<file path="config.mk">
export PLATFORM = sky130hd
export DESIGN_NAME = bpg_gpio_ports
export DESIGN_NICKNAME = d
export VERILOG_FILES = /design/src/bpg_pkg.sv /design/src/bpg_port_if.sv /design/src/bpg_pad_bank.sv /design/src/bpg_change_det.sv /design/src/bpg_gpio_ports.sv
export SDC_FILE = /design/constraint.sdc
export NUM_CORES = 1
export LEC_CHECK = 0
export BUFFER_PORTS_ARGS = -buffer_cell sky130_fd_sc_hd__buf_2
export CORE_MARGIN = 5
export CORE_UTILIZATION = 30
export CTS_CLUSTER_DIAMETER = 30
export DETAILED_ROUTE_END_ITERATION = 12
export PLACE_DENSITY = 0.63
export REMOVE_ABC_BUFFERS = 1
export SLEW_MARGIN = 0
export SYNTH_ARGS = -nofsm -noshare
export SYNTH_HDL_FRONTEND = slang
export SYNTH_SLANG_ARGS = --single-unit
</file>
<file path="constraint.sdc">
create_clock -name pclk -period 2.05 [get_ports pclk]
set_clock_uncertainty 0.2 [all_clocks]
set_input_delay 0.3075 -clock pclk [delete_from_list [all_inputs] [get_ports pclk]]
set_output_delay 0.3075 -clock pclk [all_outputs]
set_load 0.01 [all_outputs]
</file>
<file path="src/bpg_pkg.sv">
// shared constants and types for the two-port gpio block
package bpg_pkg;

    localparam int unsigned ADDR_W = 12;
    localparam int unsigned DATA_W = 32;
    localparam int unsigned A_W = 6;
    localparam int unsigned B_W = 8;

    ////////////////////////////////////////////////////////////////////////////////
    // register indices; byte address is four times the index
    localparam logic [7:0] IDX_FIRST_PINS = 8'h05;
    localparam logic [7:0] IDX_SECOND_PINS = 8'h06;
    localparam logic [7:0] IDX_IRQ_CONTROL = 8'h0b;
    localparam logic [7:0] IDX_OPTION_CONFIG = 8'h81;
    localparam logic [7:0] IDX_FIRST_DIR = 8'h85;
    localparam logic [7:0] IDX_SECOND_DIR = 8'h86;
    localparam logic [7:0] IDX_ANALOG_CFG = 8'h9f;
    localparam logic [7:0] IDX_PERIPH_SHARE = 8'ha0;

    ////////////////////////////////////////////////////////////////////////////////
    // field positions
    localparam int unsigned OPT_PULLUP_DIS_N = 7;
    localparam int unsigned IRQ_CHANGE_FLAG = 0;
    localparam int unsigned IRQ_CHANGE_EN = 3;
    localparam int unsigned PERIPH_T0_EN = 0;
    localparam int unsigned PIN_OPEN_DRAIN = 4;
    localparam int unsigned SENSE_LO = 4;

    ////////////////////////////////////////////////////////////////////////////////
    // reset values
    localparam logic [7:0] RST_LATCH = 8'h00;
    localparam logic [7:0] RST_DIR = 8'hff;
    localparam logic [7:0] RST_OPTION = 8'hff;
    localparam logic [7:0] RST_IRQ = 8'h00;
    localparam logic [7:0] RST_ANALOG = 8'h00;
    localparam logic [7:0] RST_PERIPH = 8'h00;

    localparam logic [5:0] ANA_ALL = 6'h2f;
    localparam logic [5:0] ANA_PART = 6'h0b;
    localparam logic [5:0] ANA_NONE = 6'h00;

    typedef enum logic [1:0] {
        ST_IDLE = 2'b01,
        ST_ACCESS = 2'b10
    } bpg_apb_st_t;

    function automatic logic [ADDR_W-1:0] reg_addr(input logic [7:0] idx);
        return {2'h0, idx, 2'h0};
    endfunction

    // pins of the first port that the analog mux owns for a given config code
    function automatic logic [5:0] analog_mask(input logic [2:0] cfg);
        case (cfg)
            3'h0: return ANA_ALL;
            3'h6, 3'h7: return ANA_NONE;
            default: return ANA_PART;
        endcase
    endfunction

endpackage

</file>
<file path="src/bpg_port_if.sv">
// carrier between the port core and its pad bank and change detector
`timescale 1ns/1ps
`default_nettype none
interface bpg_port_if #(parameter int W = 8);
    logic [W-1:0] dir;
    logic [W-1:0] latch;
    logic [W-1:0] pin_in;
    logic [W-1:0] pin_out;
    logic [W-1:0] pin_oe;
    logic [W-1:0] level;
    logic capture;
    logic mismatch;
    modport bank (input dir, latch, pin_in, output pin_out, pin_oe, level);
    modport sense (input dir, level, capture, output mismatch);
    modport core (output dir, latch, pin_in, capture, input pin_out, pin_oe, level, mismatch);
endinterface
`default_nettype wire

</file>
<file path="src/bpg_pad_bank.sv">
// per-pin driver and input path of one port
`timescale 1ns/1ps
`default_nettype none
module bpg_pad_bank #(parameter int W = 8) (
    bpg_port_if.bank port
);
    genvar i;
    generate
        for (i = 0; i < W; i++)
        begin : g_pin
            // a set direction bit floats the driver
            assign port.pin_oe[i] = ~port.dir[i];
            assign port.pin_out[i] = port.latch[i];
            assign port.level[i] = port.pin_in[i];
        end
    endgenerate
endmodule // bpg_pad_bank
`default_nettype wire

</file>
<file path="src/bpg_change_det.sv">
// mismatch detector for the upper pins of the second port
`timescale 1ns/1ps
`default_nettype none
module bpg_change_det #(parameter int W = 8, parameter int LO = 4) (
    input wire logic pclk,
    input wire logic presetn,
    bpg_port_if.sense port
);
    typedef struct packed {
        logic [W-LO-1:0] snap;
    } bpg_det_state_t;

    bpg_det_state_t q;
    bpg_det_state_t d;

    always_comb
    begin
        d = q;
        if (port.capture)
        begin
            d.snap = port.level[W-1:LO];
        end
    end

    always_ff @(posedge pclk or negedge presetn)
    begin
        if (!presetn)
        begin
            q <= '0;
        end
        else
        begin
            q <= d;
        end
    end

    // outputs are excluded from the compare
    assign port.mismatch = |((port.level[W-1:LO] ^ q.snap) & port.dir[W-1:LO]);
endmodule // bpg_change_det
`default_nettype wire

</file>
<file path="src/bpg_gpio_ports.sv">
// two general purpose ports behind an apb register slave
//
// Chosen here: the APB slave port.
`timescale 1ns/1ps
`default_nettype none
// Contract
// - first port has six pins, each with a latch bit and direction bit.
// - direction one floats a first-port pin; zero drives the latch value.
// - port reads return pin levels; writes load the output latch.
// - port writes sample pins, change addressed bits, store whole latch.
// - first-port bit 4 doubles as timer clock input and only pulls low.
// - other first-port pins share analog inputs, chosen by analog config bits.
// - after reset analog pins are analog inputs and read as zero.
// - first-port direction bits still steer drivers on analog pins.
// - an enabled sharing peripheral takes its pin away from the port.
// - second port has eight pins with the same direction meaning.
// - clearing option bit 7 enables all second-port pull-ups together.
// - pull-up is off on any second-port pin set as output.
// - all second-port pull-ups are off after reset.
// - only input pins among second-port bits 7 to 4 sense changes.
// - sensing pins compare against snapshot from last second-port read or write.
// - mismatches are ORed into the change flag, irq control bit 0.
// - a port change can wake the device from sleep.
// - second-port read or write ends mismatch; software clears the flag.
// - a lasting mismatch keeps setting the change flag.
module bpg_gpio_ports (
    input wire logic pclk,
    input wire logic presetn,
    input wire logic psel,
    input wire logic penable,
    input wire logic pwrite,
    input wire logic [bpg_pkg::ADDR_W-1:0] paddr,
    input wire logic [bpg_pkg::DATA_W-1:0] pwdata,
    input wire logic [3:0] pstrb,
    output logic pready,
    output logic [bpg_pkg::DATA_W-1:0] prdata,
    output logic pslverr,
    input wire logic [bpg_pkg::A_W-1:0] pa_in,
    output logic [bpg_pkg::A_W-1:0] pa_out,
    output logic [bpg_pkg::A_W-1:0] pa_oe,
    input wire logic [bpg_pkg::B_W-1:0] pb_in,
    output logic [bpg_pkg::B_W-1:0] pb_out,
    output logic [bpg_pkg::B_W-1:0] pb_oe,
    output logic [bpg_pkg::B_W-1:0] pb_pullup_en,
    output logic timer0_ext_clock_in,
    output logic port_change_wake
);
    typedef struct packed {
        bpg_pkg::bpg_apb_st_t st;
        logic [5:0] latch_a;
        logic [5:0] dir_a;
        logic [7:0] latch_b;
        logic [7:0] dir_b;
        logic [7:0] option;
        logic [7:0] irq;
        logic [7:0] analog;
        logic [7:0] periph;
        logic [31:0] rdata;
        logic err;
    } bpg_core_state_t;

    bpg_core_state_t q;
    bpg_core_state_t d;

    bpg_port_if #(.W(bpg_pkg::A_W)) ifa ();
    bpg_port_if #(.W(bpg_pkg::B_W)) ifb ();

    logic setup;
    logic done;
    logic hit;
    logic sel_a;
    logic sel_b;
    logic sel_dir_a;
    logic [7:0] rd_val;
    logic [5:0] ana;
    logic [5:0] rd_a;
    logic od_oe;

    ////////////////////////////////////////////////////////////////////////////////
    // pin side

    bpg_pad_bank #(.W(bpg_pkg::A_W)) u_bank_a (
        .port(ifa.bank)
    );

    bpg_pad_bank #(.W(bpg_pkg::B_W)) u_bank_b (
        .port(ifb.bank)
    );

    bpg_change_det #(.W(bpg_pkg::B_W), .LO(bpg_pkg::SENSE_LO)) u_change (
        .pclk(pclk),
        .presetn(presetn),
        .port(ifb.sense)
    );

    assign ifa.dir = q.dir_a;
    assign ifa.latch = q.latch_a;
    assign ifa.pin_in = pa_in;
    assign ifa.capture = 1'b0;
    assign ifa.mismatch = 1'b0;
    assign ifb.dir = q.dir_b;
    assign ifb.latch = q.latch_b;
    assign ifb.pin_in = pb_in;

    // analog pins read zero, and the rmw write-back inherits those zeros
    assign ana = bpg_pkg::analog_mask(q.analog[2:0]);
    assign rd_a = ifa.level & ~ana;

    // open drain: never driven high, and released while the timer owns it
    assign od_oe = ~q.dir_a[bpg_pkg::PIN_OPEN_DRAIN] & ~q.latch_a[bpg_pkg::PIN_OPEN_DRAIN]
        & ~q.periph[bpg_pkg::PERIPH_T0_EN];

    always_comb
    begin
        pa_out = ifa.pin_out;
        pa_oe = ifa.pin_oe;
        pa_out[bpg_pkg::PIN_OPEN_DRAIN] = 1'b0;
        pa_oe[bpg_pkg::PIN_OPEN_DRAIN] = od_oe;
    end

    assign timer0_ext_clock_in = ifa.level[bpg_pkg::PIN_OPEN_DRAIN];
    assign pb_out = ifb.pin_out;
    assign pb_oe = ifb.pin_oe;
    assign pb_pullup_en = {bpg_pkg::B_W{~q.option[bpg_pkg::OPT_PULLUP_DIS_N]}} & q.dir_b;
    // wake does not depend on any global enable
    assign port_change_wake = q.irq[bpg_pkg::IRQ_CHANGE_FLAG]
        & q.irq[bpg_pkg::IRQ_CHANGE_EN];

    ////////////////////////////////////////////////////////////////////////////////
    // apb decode

    assign setup = psel & ~penable;
    assign pready = (q.st == bpg_pkg::ST_ACCESS);
    assign done = psel & penable & pready;
    assign prdata = q.rdata;
    assign pslverr = pready & q.err;
    assign sel_a = (paddr == bpg_pkg::reg_addr(bpg_pkg::IDX_FIRST_PINS));
    assign sel_b = (paddr == bpg_pkg::reg_addr(bpg_pkg::IDX_SECOND_PINS));
    assign sel_dir_a = (paddr == bpg_pkg::reg_addr(bpg_pkg::IDX_FIRST_DIR));
    // any second-port access re-arms the compare, reads and writes alike
    assign ifb.capture = done & sel_b;

    always_comb
    begin
        hit = 1'b1;
        rd_val = 8'h00;
        case (paddr)
            bpg_pkg::reg_addr(bpg_pkg::IDX_FIRST_PINS): rd_val = {2'h0, rd_a};
            bpg_pkg::reg_addr(bpg_pkg::IDX_SECOND_PINS): rd_val = ifb.level;
            bpg_pkg::reg_addr(bpg_pkg::IDX_IRQ_CONTROL): rd_val = q.irq;
            bpg_pkg::reg_addr(bpg_pkg::IDX_OPTION_CONFIG): rd_val = q.option;
            bpg_pkg::reg_addr(bpg_pkg::IDX_FIRST_DIR): rd_val = {2'h0, q.dir_a};
            bpg_pkg::reg_addr(bpg_pkg::IDX_SECOND_DIR): rd_val = q.dir_b;
            bpg_pkg::reg_addr(bpg_pkg::IDX_ANALOG_CFG): rd_val = q.analog;
            bpg_pkg::reg_addr(bpg_pkg::IDX_PERIPH_SHARE): rd_val = q.periph;
            default: hit = 1'b0;
        endcase
    end

    ////////////////////////////////////////////////////////////////////////////////
    // state update

    always_comb
    begin
        d = q;
        case (q.st)
            bpg_pkg::ST_IDLE:
            begin
                if (setup)
                begin
                    d.st = bpg_pkg::ST_ACCESS;
                    d.rdata = {24'h000000, rd_val};
                    d.err = ~hit;
                end
            end
            bpg_pkg::ST_ACCESS:
            begin
                if (psel && penable)
                begin
                    d.st = bpg_pkg::ST_IDLE;
                end
            end
            default: d.st = bpg_pkg::ST_IDLE;
        endcase
        if (done && pwrite && !q.err)
        begin
            // a port write stores the whole latch; unstrobed bits keep pin levels
            if (sel_a)
            begin
                d.latch_a = pstrb[0] ? pwdata[5:0] : rd_a;
            end
            if (sel_b)
            begin
                d.latch_b = pstrb[0] ? pwdata[7:0] : ifb.level;
            end
            if (pstrb[0])
            begin
                case (paddr)
                    bpg_pkg::reg_addr(bpg_pkg::IDX_IRQ_CONTROL): d.irq = pwdata[7:0];
                    bpg_pkg::reg_addr(bpg_pkg::IDX_OPTION_CONFIG): d.option = pwdata[7:0];
                    bpg_pkg::reg_addr(bpg_pkg::IDX_FIRST_DIR): d.dir_a = pwdata[5:0];
                    bpg_pkg::reg_addr(bpg_pkg::IDX_SECOND_DIR): d.dir_b = pwdata[7:0];
                    bpg_pkg::reg_addr(bpg_pkg::IDX_ANALOG_CFG): d.analog = pwdata[7:0];
                    bpg_pkg::reg_addr(bpg_pkg::IDX_PERIPH_SHARE): d.periph = pwdata[7:0];
                    default: d.err = q.err;
                endcase
            end
        end
        // set wins over a software clear in the same cycle
        if (ifb.mismatch)
        begin
            d.irq[bpg_pkg::IRQ_CHANGE_FLAG] = 1'b1;
        end
    end

    always_ff @(posedge pclk or negedge presetn)
    begin
        if (!presetn)
        begin
            q.st <= bpg_pkg::ST_IDLE;
            q.latch_a <= bpg_pkg::RST_LATCH[5:0];
            q.dir_a <= bpg_pkg::RST_DIR[5:0];
            q.latch_b <= bpg_pkg::RST_LATCH;
            q.dir_b <= bpg_pkg::RST_DIR;
            q.option <= bpg_pkg::RST_OPTION;
            q.irq <= bpg_pkg::RST_IRQ;
            q.analog <= bpg_pkg::RST_ANALOG;
            q.periph <= bpg_pkg::RST_PERIPH;
            q.rdata <= 32'h00000000;
            q.err <= 1'b0;
        end
        else
        begin
            q <= d;
        end
    end
endmodule // bpg_gpio_ports
`default_nettype wire

</file>
Yosys cells after proc, flatten, opt, wreduce, memory -nomap -nowiden --
Index checks and enable logic that the tools add are counted.
Cells by class: equality and inequality tests 15, multiplexer cells 19, bitwise operators 32, reductions and logical operators 23
Operators by type and width (number):
- 8-bit case mux with 8 select lines | 1
- 12-bit by 10-bit equality test with 1-bit output (second input constant) | 5
- 17-bit two-way mux | 2
- 12-bit by 5-bit equality test with 1-bit output (second input constant) | 2
- 8-bit two-way mux | 3
- 3-bit AND reduction | 7
- 1-bit inverter | 19
- 12-bit by 6-bit equality test with 1-bit output (second input constant) | 1
- 6-bit case mux with 2 select lines | 1
- 1-bit AND | 8
- 8-bit AND | 1
- 1-bit two-way mux | 8
- 2-bit AND reduction | 4
- 8-bit OR reduction | 1
- 6-bit AND | 1
- 3-bit equality test (second input constant) | 2
- 6-bit two-way mux | 1
- 6-bit inverter | 1
- 2-bit nonzero test | 3
- 6-bit OR reduction | 1
- 4-bit AND | 1
- 2-bit two-way mux | 2
- 2-bit case mux with 2 select lines | 1
- 4-bit OR reduction | 1
- 10 further kinds | 12
Word-level totals: register bits 75, bits of input ports 67, word-level logic and storage cells 102

Longest topological paths before layout --
word-level depth 9, depth in mapped cells 7, depth with buffers taken out 5

Modules after synthesis --
Synthesis repeated with hierarchy kept, for this count alone.
Unflattened totals: cell total of the unflattened synthesis 413, area total of the unflattened synthesis 4398.0 um^2
By module, submodules not included:
- bpg_gpio_ports | times used 1, cells an instance 356, area an instance 3936.3 um^2, sequential area each 1805.5 um^2
- bpg_change_det | times used 1, cells an instance 15, area an instance 198.9 um^2, sequential area each 100.1 um^2
- bpg_pad_bank (u_bank_b) | times used 1, cells an instance 24, area an instance 150.1 um^2, sequential area each 0.0 um^2
- bpg_pad_bank (u_bank_a) | times used 1, cells an instance 18, area an instance 112.6 um^2, sequential area each 0.0 um^2

Worst setup path after synthesis --
Ideal clock, no wire load.
path kind input to register, from input paddr[3] (netlist bit), to register q[33] (netlist bit), library setup time 0.128 ns, data arrival time 1.812 ns, required time 1.722 ns, path slack -0.089 ns, stages on the path 6, buffers on the path 1, path through buf_2 -> or4b_4 -> nor3_2 -> nand4_1 -> nor2_4 -> mux2_1
Between the ends: cells in the longest elaborated chain, start to end 2
Ends and longest elaborated chain:
- start: declaration | RTL line bpg_gpio_ports.sv:32 | input wire logic [bpg_pkg::ADDR_W-1:0] paddr,
- 12-bit by 10-bit equality test with 1-bit output | RTL line bpg_gpio_ports.sv:198 | case (paddr)
- 3-bit AND reduction (no line)
- end: declaration | RTL line bpg_gpio_ports.sv:62 | bpg_core_state_t q;
Every way passes these cells. A chain may end at the register's enable or synchronous reset.

Final worst setup path --
from register q[93] (netlist bit), to register q, in the netlist ifb.latch[6]
Between the ends: cells in the longest elaborated chain, start to end 5
Ends and longest elaborated chain:
- 2-bit equality test | RTL line bpg_gpio_ports.sv:133 | assign pready = (q.st == bpg_pkg::ST_ACCESS);
- 1-bit AND | RTL line bpg_gpio_ports.sv:134 | assign done = psel & penable & pready;
- 1-bit logical AND (2 in a row) | RTL line bpg_gpio_ports.sv:185 | if (done && pwrite && !q.err)
- 2-bit AND reduction (no line)
Every way passes these cells.

==> implementation parameters <==
Parameter                              Value

Outcome
  Status    complete, no violations

Floorplan
  Die span in x    130.1 um
  Die ar.    16930 um2
  Core area    13990 um2
  Site Rows    43
  Initial Utilization    0.3094
  Die height    130.1 um
  I/O pin count    139

Drt
  Remaining routing DRC violations    0
  First-pass iteration count of the detailed router    6
  Routed length per placed instance    17.61 um
  Detailed-route via count    3292
  Initial drt markers    203
  Average via count per standard cell    4.813
  Post-route ant nets    0
  Sum of routed wire length over all layers    12040 um

Yosys
  Area fraction of the dominant cell type after synthesis    0.3007
  Synth Flop Type    sky130_fd_sc_hd__dfrtp_1
  Number of synthesized flops with an enable pin    0
  Commonest cells in the netlist    sky130_fd_sc_hd__dfrtp_1, sky130_fd_sc_hd__buf_4, sky130_fd_sc_hd__mux2_2, sky130_fd_sc_hd__nand2_1, sky130_fd_sc_hd__dfstp_2
  Async SR Flop Fraction    1.000
  Top area cells in the synthesized netlist    sky130_fd_sc_hd__dfrtp_1, sky130_fd_sc_hd__dfstp_2, sky130_fd_sc_hd__mux2_2
  Yosys synthesis warning count    0
  Library cell with the largest summed area after synthesis    sky130_fd_sc_hd__dfrtp_1
  Synth Instances    391
  Number of register bits inferred by synthesis    75
  Most frequent cell after synthesis    sky130_fd_sc_hd__dfrtp_1
  Synthesized area    4328 um2
  Per-instance average area after synthesis    11.07 um2
  Register area share after synthesis    0.4403
  Number of unique standard cell types used by synthesis    52

Worst setup path
  Cell Chain, Critical Path    and4b_2, buf_6, nand3b_4, or3b_4, mux2_4
  Slowest cell on the critical path    sky130_fd_sc_hd__or3b_4
  Worst endpoint required time    2.07 ns
  Reg-to-reg critical path startpoint    q[93]
  Largest stage delay on the critical path    0.49 ns
  Highest net fanout along the worst path    8
  Category of the critical setup timing path    reg2reg
  Worst setup EP type    register
  Data arrival time of the worst path    2.06 ns
  Setup crit start    q[93]
  Kind of start point of the critical path    register

CTS
  CTS H-Tree Depth    3
  Register clock-pin slew on the reported worst setup and hold paths    0.06 ns
  Worst-case clock buffer depth    2
  Number of buffers created by CTS    9
  CTS tree    done
  CTS root buffer    sky130_fd_sc_hd__clkbuf_16
  Count of clock tree sinks    75
  Clock insertion delay at the later pin of the skew report    0.34 ns

Placed design
  # port buffers    86
  HPWL Detailed    9177 um
  Worst slack at placement    -0.2178 ns
  RePlAce Congestion    0.8158
  Placed Cells    668

STA
  Unrepaired setup endpoints after global routing    yes
  Count of pins over their slew limit    0
  Final worst path period share    0.9941
  F_max    0.4907 GHz
  Fin worst setup slack    0.01209 ns
  Final hold vios    0
  Setup TNS    0 ns
  Total setup violations reported at the end of the flow    0
  Shortest period the worst path allows    2.038 ns

Cells and area
  Antenna Cells    0
  Core occupancy in the finished layout    0.3882
  Area growth from synthesis to final layout    25.47%
  Cell Count, Final, Fillers Out    684
  NumNets Final    566
  Share of cells above drive strength 1    0.4821

Global route
  Via count of the first global-routing pass    3420
  Global routing met2 resource utilization    0.2245
  Largest net degree at the start of global routing    76
  Global-route met3 utilization    0.03029
  Most congested layer reported by global routing    met2
  Wire length of the first global-routing pass    18730 um
  GR Util met1    0.2016
  All-layer global routing usage    0.1457
  Total congestion overflow    0
  Initial antenna violation count    0

Power and ir drop
  Standby leakage power    2.580 nW
  PwrDens    680.7 nW/um2
  Maximum VDD drop    366.9 uV
  Total chip power    0.003697 W

Min path
  Path type of the worst min-delay path    in2reg
  Startpoint of the tightest hold check path    pa_in[0]

Flow run
  Max-Cap Viols    0
[layout by cell type (no fill, tap or decap), drive strengths merged, types with 5 or more instances in the layout]
master and count:
nand2 25, o22ai 5, nand4 7, clkbuf 12, nor2 23, mux2 70
nor3 9, dfrtp 52, a31oi 9, a22oi 6, buf 136, nor2b 6
inv 20, a222oi 7, conb 25, mux2i 6, dfstp 23, o21ai 15
[cells by family after synthesis]
family | count (synthesis) | share of synthesized area
AO/OA/AOI/OAI | 50 | 0.07863
buffers and inverters | 84 | 0.1200
other | 1 | 0.0008665
flip-flops | 75 | 0.4403
multiplexers | 76 | 0.2030
XOR/XNOR | 5 | 0.01012
AND/OR/NAND/NOR | 100 | 0.1472
[power breakdown]
group / internal (W) / switching [W] / leakage (nW)
sequential: 0.00153 / 0.0000243 / 0.919
clock: 0.00113 / 0.000599 / 0.163
combinational: 0.000168 / 0.000245 / 1.50
total: 0.00283 / 0.000869 / 2.58
[metrics by stage]
stage          hold WS (ns)  area [um2]
2_1_floorplan       -0.1881        3974
3_3_place_gp         0.1695        5081
3_5_place_dp         0.1772        5081
4_1_cts             0.02771        5431
5_1_grt             0.04328        5430
6_report            0.03912        5430
[final cells by class]
cell class / count / area, um2
tap: 180 / 225.2
timing repair buffer: 137 / 882.1
clock inverter: 4 / 73.82
inverter: 20 / 75.07
fill: 1386 / 8558
sequential: 75 / 1906
clock buffer: 12 / 256.5
multi-input combinational: 256 / 2012
[path summary, 6_finish.rpt]
| kind | slack [ns] | end | cells past startpoint |
|---|---|---|---|
| min | 0.04 | prdata[0] | 3 |
| min in group asynchronous | 0.33 | ifb.latch[3] | 3 |
| min reg2reg | 0.28 | ifa.latch[3] | 2 |
| max reg2reg | 0.01 | ifb.latch[6] | 5 |
| max in group asynchronous | 0.97 | q[62] | 3 |
| max | 0.01 | ifb.latch[6] | 5 |
[sequential cells by signal, summed over array words and instances (netlist names)]
| name | count |
|---|---|
| q | 35 |
| ifa.latch | 6 |
| prdata | 8 |
| ifb.dir | 8 |
| ifa.dir | 6 |
| ifb.latch | 8 |
| u_change.q | 4 |
[layer usage]
layer	wire, um	vias up
met5	0	-
met4	252	0
met3	857	18
met2	5497	132
met1	5436	1598
li1	-	1544
[timing repair]
item,CTS,global route
hold endpoints to repair,52,0
pin swaps,0,1
endpoints found under the setup margin,12,29
cloned,0,0
resized for setup,3,3
buffers inserted,0,0
hold buffers,1,0
[critical path, delay by kind of cell, from the launching register on]
family | cells | cell delay (ns)
buf+inv | 1 | 0.13
mux | 1 | 0.33
flops | 1 | 0.36
simple gates | 3 | 0.89
No activity file was read; power rests on OpenSTA's default activity.
